`src/rtl/cte_pkg.sv`:
```
// package for the core timing and exception entry sequencer
// assumes one 100 MHz clock, synchronous active-high reset, an apb master
//
// Contract
// - trap 18 cycles 1r/2w, control move 11 cycles 1w, status move 9
// - immediate status move with bit 13 set finishes in one cycle
// - multi-register transfer takes 2+n cycles, n reads or n writes
// - pc-relative push address timing equals address-register modes, indexed 3
// - stop counts 3 cycles until continuous interrupt sampling begins
// - exception return 14/2r, subroutine return 8/1r, indirect jump 5
// - accelerated branch, call, absolute jump take 1 to 3 cycles
// - forward conditional branch predicted not taken when ccr bit 7 clear
// - backward conditional branch always predicted taken
// - correct prediction takes 1 cycle, misprediction takes 5
// - exceptions restart the faulting instruction afterwards
// - exception entry spans fault detection to handler fetch start
// - entry copies status word, sets supervisor, clears trace
// - interrupts also clear master bit and load mask with level
// - non-interrupt vector number derived from exception type
// - interrupts run an acknowledge cycle; responder supplies the vector
// - acknowledge cycle uses its own space with level in address
// - one stack pointer only, no separate supervisor and user copies
// - stack frame placed at a 0-modulo-4 address on stack top
// - handler fetched from vector base plus four times vector number
package cte_pkg;

	// ------------------------------------------------------------
	// register map (byte addresses)
	// ------------------------------------------------------------
	localparam logic [11:0] CTE_CMD_OFS    = 12'h000;
	localparam logic [11:0] CTE_STAT_OFS   = 12'h004;
	localparam logic [11:0] CTE_PSW_OFS    = 12'h008;
	localparam logic [11:0] CTE_SP_OFS     = 12'h00C;
	localparam logic [11:0] CTE_VBR_OFS    = 12'h010;
	localparam logic [11:0] CTE_EXC_OFS    = 12'h014;
	localparam logic [11:0] CTE_IRQ_OFS    = 12'h018;
	localparam logic [11:0] CTE_FRAME_OFS  = 12'h01C;
	localparam logic [11:0] CTE_HVEC_OFS   = 12'h020;
	localparam logic [11:0] CTE_ACKVEC_OFS = 12'h024;

	// ------------------------------------------------------------
	// fields and reset values
	// ------------------------------------------------------------
	localparam int CTE_PSW_TRACE = 15;
	localparam int CTE_PSW_SUP   = 13;
	localparam int CTE_PSW_MST   = 12;
	localparam int CTE_PSW_MLO   = 8;
	localparam int CTE_CCR_B7    = 7;
	localparam int CTE_IMM_FAST  = 13;
	localparam logic [15:0] CTE_PSW_RST = 16'h2700;
	localparam logic [31:0] CTE_SP_RST  = 32'h0000_0000;
	localparam logic [31:0] CTE_ACK_SPACE = 32'hFFFF_FFE0;
	localparam logic [7:0]  CTE_VEC_AUTO  = 8'h18;

	// ------------------------------------------------------------
	// timing counts in core cycles
	// ------------------------------------------------------------
	localparam logic [7:0] CTE_T_TRAP   = 8'h12;
	localparam logic [7:0] CTE_T_MOVEC  = 8'h0B;
	localparam logic [7:0] CTE_T_PSW    = 8'h09;
	localparam logic [7:0] CTE_T_FAST   = 8'h01;
	localparam logic [7:0] CTE_T_MULTI  = 8'h02;
	localparam logic [7:0] CTE_T_PEAX   = 8'h03;
	localparam logic [7:0] CTE_T_STOP   = 8'h03;
	localparam logic [7:0] CTE_T_RTE    = 8'h0E;
	localparam logic [7:0] CTE_T_RTS    = 8'h08;
	localparam logic [7:0] CTE_T_JMPI   = 8'h05;
	localparam logic [7:0] CTE_T_MISS   = 8'h05;
	localparam logic [7:0] CTE_T_ACC_HI = 8'h03;

	// ------------------------------------------------------------
	// instruction classes
	// ------------------------------------------------------------
	typedef enum logic [3:0] {
		CTE_OP_TRAP   = 4'h0,
		CTE_OP_MOVEC  = 4'h1,
		CTE_OP_PSWREG = 4'h2,
		CTE_OP_PSWIMM = 4'h3,
		CTE_OP_LDM    = 4'h4,
		CTE_OP_STM    = 4'h5,
		CTE_OP_PEAX   = 4'h6,
		CTE_OP_STOP   = 4'h7,
		CTE_OP_RTE    = 4'h8,
		CTE_OP_RTS    = 4'h9,
		CTE_OP_JMPI   = 4'hA,
		CTE_OP_ACCEL  = 4'hB,
		CTE_OP_BCC    = 4'hC
	} cte_op_t;

	typedef struct packed {
		logic [7:0] cycles;
		logic [4:0] reads;
		logic [4:0] writes;
	} cte_cost_t;

	typedef struct packed {
		logic        psel;
		logic        penable;
		logic        pwrite;
		logic [11:0] paddr;
		logic [31:0] pwdata;
	} cte_apb_req_t;

	typedef struct packed {
		logic        pready;
		logic [31:0] prdata;
		logic        pslverr;
	} cte_apb_rsp_t;

	typedef struct packed {
		logic        req;
		logic [31:0] addr;
		logic [2:0]  level;
	} cte_ack_t;

endpackage

```
`src/rtl/cte_core.sv`:
```
// instruction timing, branch prediction and exception entry sequencer
// assumes an apb master for control and a peripheral answering ack cycles
//
// Our own choices: the APB interface to the registers and the placing of the registers.
module cte_core (
	input  wire logic            mclk,
	input  wire logic            rst,
	input  wire cte_pkg::cte_apb_req_t apb_req,
	output      cte_pkg::cte_apb_rsp_t apb_rsp,
	output      cte_pkg::cte_ack_t     ack_out,
	input  wire logic            ack_valid,
	input  wire logic [7:0]      ack_vector,
	output      logic            rd_pulse,
	output      logic            wr_pulse,
	output      logic            busy,
	output      logic            handler_fetch
);
	import cte_pkg::*;

	// ------------------------------------------------------------
	// state
	// ------------------------------------------------------------
	typedef enum logic [5:0] {
		CTE_IDLE  = 6'b000001,
		CTE_EXEC  = 6'b000010,
		CTE_SAVE  = 6'b000100,
		CTE_ACK   = 6'b001000,
		CTE_FRAME = 6'b010000,
		CTE_FETCH = 6'b100000
	} cte_state_t;

	cte_state_t  state_q;
	logic [15:0] psw_q;
	logic [15:0] psw_copy_q;
	logic [31:0] sp_q;
	logic [31:0] vbr_q;
	logic [31:0] frame_q;
	logic [31:0] hvec_q;
	logic [7:0]  vec_q;
	logic [7:0]  cnt_q;
	logic [4:0]  rd_left_q;
	logic [4:0]  wr_left_q;
	logic        irq_pend_q;
	logic [2:0]  irq_lvl_q;
	logic [2:0]  svc_lvl_q;
	logic        exc_is_irq_q;
	logic [5:0]  exc_type_q;
	logic        pred_taken_q;
	logic        stopped_q;
	logic        stop_op_q;
	logic [7:0]  last_cycles_q;
	logic        go_cmd;
	logic        exc_cmd;
	logic        wr_acc;
	logic        rd_acc;
	logic        irq_take;
	cte_cost_t   cost;

	// ------------------------------------------------------------
	// decode helpers
	// ------------------------------------------------------------
	function automatic cte_cost_t cost_of(input logic [3:0] op,
		input logic [15:0] arg, input logic [15:0] psw);
		cte_cost_t c;
		logic      fwd;
		logic      pred;
		c = '{cycles: CTE_T_FAST, reads: 5'd0, writes: 5'd0};
		fwd  = ~arg[15];
		pred = ~(fwd & ~psw[CTE_CCR_B7]);
		unique case (op)
			CTE_OP_TRAP:   c = '{CTE_T_TRAP, 5'd1, 5'd2};
			CTE_OP_MOVEC:  c = '{CTE_T_MOVEC, 5'd0, 5'd1};
			CTE_OP_PSWREG: c = '{CTE_T_PSW, 5'd0, 5'd0};
			CTE_OP_PSWIMM: c = '{arg[CTE_IMM_FAST] ? CTE_T_FAST
				: CTE_T_PSW, 5'd0, 5'd0};
			CTE_OP_LDM:    c = '{CTE_T_MULTI + {3'd0, arg[4:0]},
				arg[4:0], 5'd0};
			CTE_OP_STM:    c = '{CTE_T_MULTI + {3'd0, arg[4:0]},
				5'd0, arg[4:0]};
			CTE_OP_PEAX:   c = '{CTE_T_PEAX, 5'd0, 5'd1};
			CTE_OP_STOP:   c = '{CTE_T_STOP, 5'd0, 5'd0};
			CTE_OP_RTE:    c = '{CTE_T_RTE, 5'd2, 5'd0};
			CTE_OP_RTS:    c = '{CTE_T_RTS, 5'd1, 5'd0};
			CTE_OP_JMPI:   c = '{CTE_T_JMPI, 5'd0, 5'd0};
			CTE_OP_ACCEL:  c = '{(arg[1:0] == 2'd0) ? CTE_T_FAST
				: ((arg[1:0] > 2'd2) ? CTE_T_ACC_HI
				: {6'd0, arg[1:0]}), 5'd0, 5'd0};
			CTE_OP_BCC:    c = '{(pred == arg[14]) ? CTE_T_FAST
				: CTE_T_MISS, 5'd0, 5'd0};
			default:       c = '{CTE_T_FAST, 5'd0, 5'd0};
		endcase
		return c;
	endfunction

	// forward with ccr bit 7 clear -> not taken, backward -> taken
	function automatic logic predict(input logic bwd, input logic [15:0] psw);
		return bwd | psw[CTE_CCR_B7];
	endfunction

	// ------------------------------------------------------------
	// apb slave: one wait state, slverr on unmapped
	// ------------------------------------------------------------
	assign rd_acc  = apb_req.psel & apb_req.penable & ~apb_req.pwrite
		& ~apb_rsp.pready;
	assign wr_acc  = apb_req.psel & apb_req.penable & apb_req.pwrite
		& ~apb_rsp.pready;
	assign go_cmd  = wr_acc & (apb_req.paddr == CTE_CMD_OFS)
		& (state_q == CTE_IDLE);
	assign exc_cmd = wr_acc & (apb_req.paddr == CTE_EXC_OFS)
		& (state_q == CTE_IDLE);
	assign cost    = cost_of(apb_req.pwdata[19:16], apb_req.pwdata[15:0],
		psw_q);

	always_ff @(posedge mclk) begin
		if (rst) begin
			apb_rsp <= '0;
		end else begin
			apb_rsp.pready  <= apb_req.psel & apb_req.penable
				& ~apb_rsp.pready;
			apb_rsp.pslverr <= 1'b0;
			if (rd_acc) begin
				unique case (apb_req.paddr)
					CTE_STAT_OFS:   apb_rsp.prdata <= {5'd0,
						state_q,
						pred_taken_q,
						stopped_q,
						irq_pend_q,
						rd_left_q,
						wr_left_q,
						last_cycles_q};
					CTE_PSW_OFS:    apb_rsp.prdata <= {psw_copy_q, psw_q};
					CTE_SP_OFS:     apb_rsp.prdata <= sp_q;
					CTE_VBR_OFS:    apb_rsp.prdata <= vbr_q;
					CTE_FRAME_OFS:  apb_rsp.prdata <= frame_q;
					CTE_HVEC_OFS:   apb_rsp.prdata <= hvec_q;
					CTE_ACKVEC_OFS: apb_rsp.prdata <= {24'd0, vec_q};
					default: begin
						apb_rsp.prdata  <= 32'h0000_0000;
						apb_rsp.pslverr <= 1'b1;
					end
				endcase
			end else if (wr_acc) begin
				apb_rsp.prdata  <= 32'h0000_0000;
				apb_rsp.pslverr <= ~(apb_req.paddr inside {CTE_CMD_OFS,
					CTE_PSW_OFS, CTE_SP_OFS, CTE_VBR_OFS, CTE_EXC_OFS,
					CTE_IRQ_OFS});
			end
		end
	end

	// ------------------------------------------------------------
	// sequencer
	// ------------------------------------------------------------
	// interrupts are weighed only while idle, so one raised during an
	// entry waits until that entry has started its handler fetch
	assign irq_take = (state_q == CTE_IDLE) & ~go_cmd & ~exc_cmd
		& irq_pend_q
		& ((irq_lvl_q > psw_q[CTE_PSW_MLO +: 3])
		| (irq_lvl_q == 3'd7));

	always_ff @(posedge mclk) begin
		if (rst) begin
			state_q <= CTE_IDLE;
		end else begin
			unique case (state_q)
				CTE_IDLE: begin
					if (go_cmd) begin
						state_q <= CTE_EXEC;
					end else if (exc_cmd || irq_take) begin
						state_q <= CTE_SAVE;
					end
				end
				CTE_EXEC: begin
					if (cnt_q == 8'h01) begin
						state_q <= CTE_IDLE;
					end
				end
				CTE_SAVE: begin
					state_q <= exc_is_irq_q ? CTE_ACK : CTE_FRAME;
				end
				CTE_ACK: begin
					if (ack_valid) begin
						state_q <= CTE_FRAME;
					end
				end
				CTE_FRAME: state_q <= CTE_FETCH;
				CTE_FETCH: state_q <= CTE_IDLE;
				default:   state_q <= CTE_IDLE;
			endcase
		end
	end

	// ------------------------------------------------------------
	// cycle and operand access counters
	// ------------------------------------------------------------
	always_ff @(posedge mclk) begin
		if (rst) begin
			cnt_q         <= 8'h00;
			rd_left_q     <= 5'd0;
			wr_left_q     <= 5'd0;
			last_cycles_q <= 8'h00;
		end else if (go_cmd) begin
			cnt_q         <= cost.cycles;
			last_cycles_q <= cost.cycles;
			rd_left_q     <= cost.reads;
			wr_left_q     <= cost.writes;
		end else if (state_q == CTE_EXEC) begin
			// one operand access per cycle, reads first
			cnt_q <= cnt_q - 8'h01;
			if (rd_left_q != 5'd0) begin
				rd_left_q <= rd_left_q - 5'd1;
			end else if (wr_left_q != 5'd0) begin
				wr_left_q <= wr_left_q - 5'd1;
			end
		end
	end

	// ------------------------------------------------------------
	// stop and prediction flags
	// ------------------------------------------------------------
	always_ff @(posedge mclk) begin
		if (rst) begin
			stop_op_q    <= 1'b0;
			stopped_q    <= 1'b0;
			pred_taken_q <= 1'b0;
		end else if (go_cmd) begin
			stop_op_q    <= apb_req.pwdata[19:16] == CTE_OP_STOP;
			stopped_q    <= 1'b0;
			pred_taken_q <= predict(apb_req.pwdata[15], psw_q);
		end else if (state_q == CTE_EXEC && cnt_q == 8'h01) begin
			// the op is latched at issue: the bus is idle by now
			stopped_q <= stop_op_q;
		end else if (irq_take) begin
			stopped_q <= 1'b0;
		end
	end

	// ------------------------------------------------------------
	// exception source
	// ------------------------------------------------------------
	always_ff @(posedge mclk) begin
		if (rst) begin
			exc_is_irq_q <= 1'b0;
			exc_type_q   <= 6'd0;
			svc_lvl_q    <= 3'd0;
		end else if (exc_cmd) begin
			exc_is_irq_q <= 1'b0;
			exc_type_q   <= apb_req.pwdata[5:0];
		end else if (irq_take) begin
			// frozen here so a newer request cannot move the ack address
			exc_is_irq_q <= 1'b1;
			svc_lvl_q    <= irq_lvl_q;
		end
	end

	// ------------------------------------------------------------
	// status word, stack pointer, vector and frame
	// ------------------------------------------------------------
	always_ff @(posedge mclk) begin
		if (rst) begin
			psw_q      <= CTE_PSW_RST;
			psw_copy_q <= 16'h0000;
			sp_q       <= CTE_SP_RST;
			vbr_q      <= 32'h0000_0000;
			frame_q    <= 32'h0000_0000;
			hvec_q     <= 32'h0000_0000;
			vec_q      <= 8'h00;
		end else begin
			if (wr_acc && state_q == CTE_IDLE) begin
				if (apb_req.paddr == CTE_PSW_OFS)
					psw_q <= apb_req.pwdata[15:0];
				if (apb_req.paddr == CTE_SP_OFS)
					sp_q <= apb_req.pwdata;
				if (apb_req.paddr == CTE_VBR_OFS)
					vbr_q <= {apb_req.pwdata[31:20], 20'h0_0000};
			end
			if (state_q == CTE_SAVE) begin
				psw_copy_q <= psw_q;
				psw_q[CTE_PSW_SUP]   <= 1'b1;
				psw_q[CTE_PSW_TRACE] <= 1'b0;
				if (exc_is_irq_q) begin
					psw_q[CTE_PSW_MST] <= 1'b0;
					psw_q[CTE_PSW_MLO +: 3] <= svc_lvl_q;
				end else begin
					vec_q <= {2'b00, exc_type_q};
				end
			end
			if (state_q == CTE_ACK && ack_valid)
				vec_q <= ack_vector;
			if (state_q == CTE_FRAME) begin
				// two longwords below the longword-aligned top
				frame_q <= {sp_q[31:2], 2'b00} - 32'h0000_0008;
				sp_q    <= {sp_q[31:2], 2'b00} - 32'h0000_0008;
			end
			if (state_q == CTE_FETCH)
				hvec_q <= vbr_q + {22'd0, vec_q, 2'b00};
		end
	end

	// ------------------------------------------------------------
	// interrupt capture: held until the entry is taken
	// ------------------------------------------------------------
	always_ff @(posedge mclk) begin
		if (rst) begin
			irq_pend_q <= 1'b0;
			irq_lvl_q  <= 3'd0;
		end else begin
			// set wins over the clear taken at entry
			if (wr_acc && apb_req.paddr == CTE_IRQ_OFS
				&& apb_req.pwdata[2:0] != 3'd0) begin
				irq_pend_q <= 1'b1;
				irq_lvl_q  <= apb_req.pwdata[2:0];
			end else if (irq_take) begin
				irq_pend_q <= 1'b0;
			end
		end
	end

	// ------------------------------------------------------------
	// registered outputs
	// ------------------------------------------------------------
	always_ff @(posedge mclk) begin
		if (rst) begin
			ack_out       <= '0;
			rd_pulse      <= 1'b0;
			wr_pulse      <= 1'b0;
			busy          <= 1'b0;
			handler_fetch <= 1'b0;
		end else begin
			ack_out.req   <= (state_q == CTE_SAVE && exc_is_irq_q)
				| (state_q == CTE_ACK && !ack_valid);
			ack_out.addr  <= CTE_ACK_SPACE | {27'd0, svc_lvl_q, 2'b00};
			ack_out.level <= svc_lvl_q;
			rd_pulse      <= state_q == CTE_EXEC && rd_left_q != 5'd0;
			wr_pulse      <= state_q == CTE_EXEC && rd_left_q == 5'd0
				&& wr_left_q != 5'd0;
			busy          <= state_q != CTE_IDLE;
			handler_fetch <= state_q == CTE_FETCH;
		end
	end

endmodule

```
`config.mk`:
```
export PLATFORM = sky130hd
export DESIGN_NAME = cte_core
export DESIGN_NICKNAME = d
export VERILOG_FILES = /design/src/rtl/cte_pkg.sv /design/src/rtl/cte_core.sv
export SDC_FILE = /design/constraint.sdc
export NUM_CORES = 1
export LEC_CHECK = 0
export BUFFER_PORTS_ARGS = -buffer_cell sky130_fd_sc_hd__buf_2
export CAP_MARGIN = 30
export CORE_ASPECT_RATIO = 1.4
export CORE_MARGIN = 1
export CORE_UTILIZATION = 60
export CTS_BUF_LIST = sky130_fd_sc_hd__clkbuf_8
export DETAILED_ROUTE_END_ITERATION = 16
export HOLD_SLACK_MARGIN = 0.15
export MAX_ROUTING_LAYER = met4
export PLACE_DENSITY_LB_ADDON = 0.15
export REMOVE_ABC_BUFFERS = 1
export SLEW_MARGIN = 20
export SYNTH_ARGS = -nofsm -noshare
export SYNTH_HDL_FRONTEND = slang
export SYNTH_SLANG_ARGS = --single-unit
```
`constraint.sdc`:
```
create_clock -name mclk -period 3 [get_ports mclk]
set_input_delay 0.45 -clock mclk [delete_from_list [all_inputs] [get_ports mclk]]
set_output_delay 0.45 -clock mclk [all_outputs]
set_load 0.02 [all_outputs]
```
Word level (Yosys, flattened, before mapping)

Cells that the tools add are included.

Add/subtract/negate cells: 6
$lt $le $gt $ge: 2
Equality and inequality tests: 36
Multiplexer cells: 40
Bitwise operators: 26
Reduce and logical (&&, ||, !) cells: 41

Operators by type and width:

| cell                  | number |
|---|---|
| $pmux 32 s7           | 1 |
| $pmux 16 s13          | 1 |
| $mux 32               | 3 |
| $mux 33               | 2 |
| $eq 12x5->1 const B   | 4 |
| $mux 5                | 8 |
| $mux 8                | 5 |
| $mux 35               | 1 |
| $add 32x10->32        | 1 |
| $sub 32x4->32 const B | 1 |
| $pmux 6 s5            | 1 |
| $mux 13               | 2 |
| $eq 12x4->1 const B   | 2 |
| $eq 12x6->1 const B   | 2 |
| $mux 6                | 4 |
| $eq 4x4->1 const B    | 5 |
| $reduce_bool 2->1     | 9 |
| $eq 4x3->1 const B    | 4 |
| $and 1x1->1           | 15 |
| $eq 12x3->1 const B   | 1 |
| $logic_not 12->1      | 1 |
| $reduce_and 2->1      | 6 |
| $logic_and 1x1->1     | 10 |
| $reduce_bool 5->1     | 2 |
| 36 further kinds      | 60 |

Register bits: 268
Input port bits: 58
Output and inout port bits: 74
Word-level logic and storage cells: 183

Depth between registers and ports, before layout

Depth after elaboration: 14
Depth in mapped cells: 9
Mapped depth without buffers: 7

Worst setup path before layout

No wires, ideal clock.

Path kind: in2reg
From: in apb_req[33] (netlist bit)
To: reg state_q[0]
Library setup time: 0.127 ns
Data arrival time: 2.331 ns
Required time: 2.873 ns
Path slack: 0.542 ns
Stages: 7
Buffers on the path: 2
Cells stage by stage: or4_1 > buf_2 > or4_1 > buf_2 > o21ai_4 > a211oi_2 > or3_1

Cells in the longest elaborated chain, start to end: 11
Elaborated cells on any way between the ends: 17
Classes of those cells: eq/ne (2); mux (2); bitwise (10); reduce/logical (3)

RTL lines:

| what                              | line            | RTL |
|---|---|---|
| start: declaration                | cte_core.sv:8   | `input wire cte_pkg::cte_apb_req_t apb_req,` |
| $logic_not 12->1                  | cte_core.sv:107 | `assign go_cmd = wr_acc & (apb_req.paddr == CTE_CMD_OFS)` |
| $and 1x1->1                       | cte_core.sv:107 |  |
| $and 1x1->1                       | cte_core.sv:108 | `& (state_q == CTE_IDLE);` |
| $not 1->1                         | cte_core.sv:156 | `assign irq_take = (state_q == CTE_IDLE) & ~go_cmd & ~exc_cmd` |
| $and 1x1->1 (2 in a row)          | cte_core.sv:156 |  |
| $and 1x1->1                       | cte_core.sv:157 | `& irq_pend_q` |
| $and 1x1->1                       | cte_core.sv:158 | `& ((irq_lvl_q > psw_q[CTE_PSW_MLO +: 3])` |
| $logic_or 1x1->1                  | cte_core.sv:169 | `end else if (exc_cmd \|\| irq_take) begin` |
| $ne 3x3->1 (no source line)       | --              |  |
| $reduce_and 3->1 (no source line) | --              |  |
| end signal: assignment            | cte_core.sv:179 | `state_q <= exc_is_irq_q ? CTE_ACK : CTE_FRAME;` |
| end: declaration                  | cte_core.sv:32  | `cte_state_t state_q;` |

Several ways; a longest one is shown, not always the timed one.
A chain may end at the register's enable or synchronous reset.

Final worst setup path

From: reg sp_q[3]
To: reg sp_q[27]

Cells in the longest elaborated chain, start to end: 2

RTL lines:

| what                     | line            | RTL |
|---|---|---|
| start: declaration       | cte_core.sv:35  | `logic [31:0] sp_q;` |
| start signal: assignment | cte_core.sv:273 | `sp_q <= apb_req.pwdata;` |
| start signal: assignment | cte_core.sv:293 | `sp_q <= {sp_q[31:2], 2'b00} - 32'h0000_0008;` |
| $sub 32x4->32            | cte_core.sv:293 |  |
| $mux 32                  | cte_core.sv:290 | `if (state_q == CTE_FRAME) begin` |

No other way between the ends.

==> summary.md <==
| Metric | Value |
|---|---|
| DIE AREA | `19100 um^2` |
| Share of flip-flops with an asynchronous set or reset | `0%` |
| Unrepaired setup endpoints after global routing | `no` |
| Mapped Avg Cell Area | `approximately 8.0 um^2` |
| Fraction of the cycle the final worst path needs | `between 80% and 90%` |
| First-pass GRT wire length | `roughly 55000 um` |
| Area growth from synthesis to final layout | `12.8%` |
| Routed WL per cell | `21.1 um` |
| Clk_lat worst skew | `~0.53 ns` |
| Most used flip-flop cell after synthesis | `dfxtp_1` |
| Overall routed net length | `~36000 um` |
| Simple-gate share of the synthesized area | `23.6%` |
| Buffer type at the clock tree root | `clkbuf_8` |
| Overall global routing resource usage | `39.7%` |
| Non-Filler Instances | `between 1500 and 2000` |
| Maximum vdd ir drop | `434 uV` |
| Switching share of power | `between 20% and 30%` |
| Quantity of I/O buffers inserted on ports | `approximately 130` |
| Max-cap violation count | `0` |
| Library cells used by synthesis | `73` |
| Clock-pin slew on the worst setup and hold paths | `around 0.06 ns` |
| Cell family with the largest share of critical-path delay | `simple AND/OR/NAND/NOR gates` |
| Vias in the first global route | `between 10000 and 15000` |
| Post-detailed-route count of antenna-violating nets | `0` |
| Compound-Gate Fraction of Synth Area | `21.2%` |
| Layer with the highest usage | `met2` |
| Xor and xnor area share after synthesis | `~2.7%` |
| Initial antenna violation count | `2` |
| Finish-stage setup viols | `0` |
| Number of synthesized flops with an enable pin | `0` |
| Hold-critical path depth | `3` |
| Worst clock skew on the final layout | `0.0247 ns` |
| Iteration-0 DRC count of the detailed router | `~1500` |
| Worst path slowest cell | `nor4_4` |
| Sequential fraction of the synthesis area | `40.4%` |
| Area contributors post-synth | `dfxtp_1 40%, nand2_1 8.5%, a21oi_1 6.2%` |
| Startpoint kind of the worst setup timing path | `flip-flop` |
| Met3 track utilization from global routing | `under 10%` |
| Crit path largest cell delay | `between 0.5 and 0.6 ns` |
| Critical Path Stages | `8` |
| Pwr Density | `slightly below 500 nW/um^2` |
| Timing-limited maximum frequency | `379 MHz` |
| Fill count | `~1500` |
| CP max FO | `7` |
| Level count of the clock H-tree | `2` |
| Core area | `approximately 18000 um^2` |
| Worst Path Required | `about 3.4 ns` |
| Worst-margin pin slew | `~0.77 ns` |
| Fraction of final layout cells with drive strength greater than 1 | `18.7%` |
| Type of the setup path with the least slack | `flip-flop to flip-flop` |
| Sw Pwr | `0.00150 W` |
| Max-Slew Margin vs Limit | `a little under 50%` |
| Critical path arrival | `about 3 ns` |
| Syn Inst Count | `1384` |
| PostCTS Resize Cnt | `0` |
| Area share of the leading cell type in the synthesized netlist | `between 40 and 50%` |
| Standby leakage power | `between 4 and 5 nW` |
| Crit path time final | `approximately 2.6 ns` |
| Met2 routing resource usage after global routing | `61.3%` |
| Die H | `between 150 and 200 um` |
| Cell type with the largest total area after synthesis | `dfxtp_1` |
| Number of buffers inserted during clock tree synthesis | `37` |
| Number of buffers on the longest clock path | `3` |
| Standard-cell rows | `just under 60` |
| Count of state elements after synthesis | `about 220` |
| Clock network fraction of total power | `approximately 45%` |
| Run status | `completed` |
| Fraction of synthesized area in multiplexers | `4.21%` |
| Combinational family with the most area after synthesis | `simple AND/OR/NAND/NOR gates` |
| Number of cells on the worst reg-to-reg path | `8` |
| Area of the mapped netlist | `~11000 um^2` |
| Met1 capacity usage during global routing | `between 40% and 50%` |
| Global placement routability congestion | `slightly below 1` |
| HPWL reported at the end of detailed placement | `25200 um` |
| Share of synthesized cell area in full adder, half adder and majority cells | `under 10%` |
| # hold bufs at CTS | `0` |
| Cell-internal power | `~0.0046 W` |
| Total number of vias | `roughly 11000` |
| Via density per instance | `6.45` |
| Final nets | `roughly 1500` |
| Sequential fraction of design power | `around half` |
| Starting Density | `about three fifths` |
| Worst min-delay path category | `input pin to flip-flop` |
| Floorplan die width | `about 120 um` |
| Clock tree from TritonCTS | `yes` |
| Post-CTS Repair Setup Buffers | `0` |
| Clock net sink count | `224` |
| Drc violations | `0` |
| Pre-antenna DRT Iters | `9` |
| Portion of total power attributed to combinational logic | `under 10%` |
| Global-route congestion overflow total | `0` |
| Hold slack | `around 0.17 ns` |
| # IOs | `132` |
| Worst Path Buf+Inv | `2` |
| Count of pins over their slew limit | `0` |
| Number of warnings issued by yosys | `0` |
| Final Hold Viols | `0` |
| Critical path, cell by cell | `inv_1 -> ha_1 -> or3b_1 -> nor4_4 -> buf_4 -> a311oi_1 -> a41oi_1 -> a31oi_1` |
| Instance count after placement with tap cells included | `roughly 1700` |
| Endpoint kind of the worst setup timing path | `flip-flop` |
| Pin count of the biggest net entering global routing | `between 100 and 150` |
==> placed cells by master (no fill, tap or decap), drive strengths merged, types with 5 or more instances in the layout <==
master / n
a222oi: 9
xnor2: 14
mux2: 21
or4: 15
a21oi: 137
a311oi: 7
dfxtp: 224
a22oi: 24
nand2: 251
nor3: 35
xor2: 20
buf: 171
a31oi: 27
and2: 6
nor2b: 14
mux2i: 23
o22ai: 9
o211ai: 6
ha: 11
a221oi: 20
o21ai: 78
nor3b: 5
nor4b: 6
nand2b: 5
nand3: 33
nor2: 97
inv: 30
or3: 12
a211oi: 16
nand4: 15
clkbuf: 44
nand4b: 7
nor4: 19
clkinv: 5
o2bb2ai: 7
==> cell type report <==
type / instances / area [um^2] / area share (%)
multi-input cells: 1003 / 5930 / 47.3
flip-flops and latches: 224 / 4480 / 35.8
repair buffers: 171 / 1000 / 8.00
clock buffers: 44 / 606 / 4.84
well taps: 240 / 300 / 2.40
clock inverters: 18 / 126 / 1.01
inverters: 19 / 71.3 / 0.570
diodes: 2 / 5.00 / 0.0400
==> layer usage <==
metal	vias up	part of all wire [%]	wire, um
met4	0	8.0	2920
li1	5079	-	-
met1	5153	36	13100
met5	-	0	0
met3	179	9.4	3400
met2	692	47	16900
==> worst paths after layout <==
kind,startpoint,endpoint,slack (ns)
setup / recovery,sp_q[3],sp_q[27],0.36
hold / removal,ack_vector[6],vec_q[6],0.17
setup reg to reg,sp_q[3],sp_q[27],0.36
hold reg to reg,apb_rsp[10],apb_rsp[10],0.44
==> cell families after synthesis <==
| family | count (synthesis) |
|---|---|
| AO/OA/AOI/OAI | 373 |
| XOR/XNOR | 34 |
| flip-flops | 224 |
| adder cells (fa/ha/maj) | 11 |
| other | 1 |
| multiplexers | 44 |
| buffers and inverters | 158 |
| AND/OR/NAND/NOR | 539 |
==> power by group through the flow <==
stage	Sequential (W)	Combinational, W	Clock [W]
after global placement	0.00305	0.000341	0
after CTS	0.00299	0.000345	0.00275
after global routing	0.00299	0.000372	0.00290
after detailed placement	0.00305	0.000343	0
after floorplan	0.00308	0.000103	0
final	0.00299	0.000354	0.00273
==> state kept, by name, summed over array words and instances (netlist names), 5 cells and up <==
register and flops:
sp_q 32, exc_type_q 6, rd_left_q 5, vec_q 8
wr_left_q 5, state_q 6, vbr_q 12, ack_out 5
psw_copy_q 16, frame_q 30, last_cycles_q 6, psw_q 16
hvec_q 20, cnt_q 8, apb_rsp 34
==> tightest hold or removal path: cells and delay by family <==
kind                   cells  cell delay (ns)
and+or+nand+nor            1             0.08
buffers and inverters      1             0.08
AOI/OAI and AO/OA          1             0.07
==> cell usage after synthesis (all sizes together) (19+ instances only) <==
| cell type | number |
|---|---|
| dfxtp | 224 |
| a22oi | 24 |
| a21oi | 137 |
| o21ai | 78 |
| buf | 60 |
| nor3 | 35 |
| inv | 19 |
| nor2 | 97 |
| nand3 | 33 |
| nor4 | 19 |
| a221oi | 20 |
| nand2 | 251 |
| mux2i | 23 |
| xor2 | 20 |
| mux2 | 21 |
| clkbuf | 79 |
| a31oi | 27 |
==> per-stage QoR <==
stage / worst slack (ns) / TNS, ns / utilization, % / power [W] / area (um^2)
floorplan: -1.19 / -72.97 / - / 0.00319 / 10400
global placement: 0.299 / 0 / 65.2 / 0.00339 / 11800
detailed placement: 0.269 / 0 / 65.2 / 0.00340 / 11800
CTS: 0.432 / 0 / 69.3 / 0.00608 / 12500
global route: 0.245 / 0 / 69.3 / 0.00626 / 12500
finish: 0.361 / 0 / 69.3 / 0.00608 / 12500
Power figures use the tool's default switching activity.
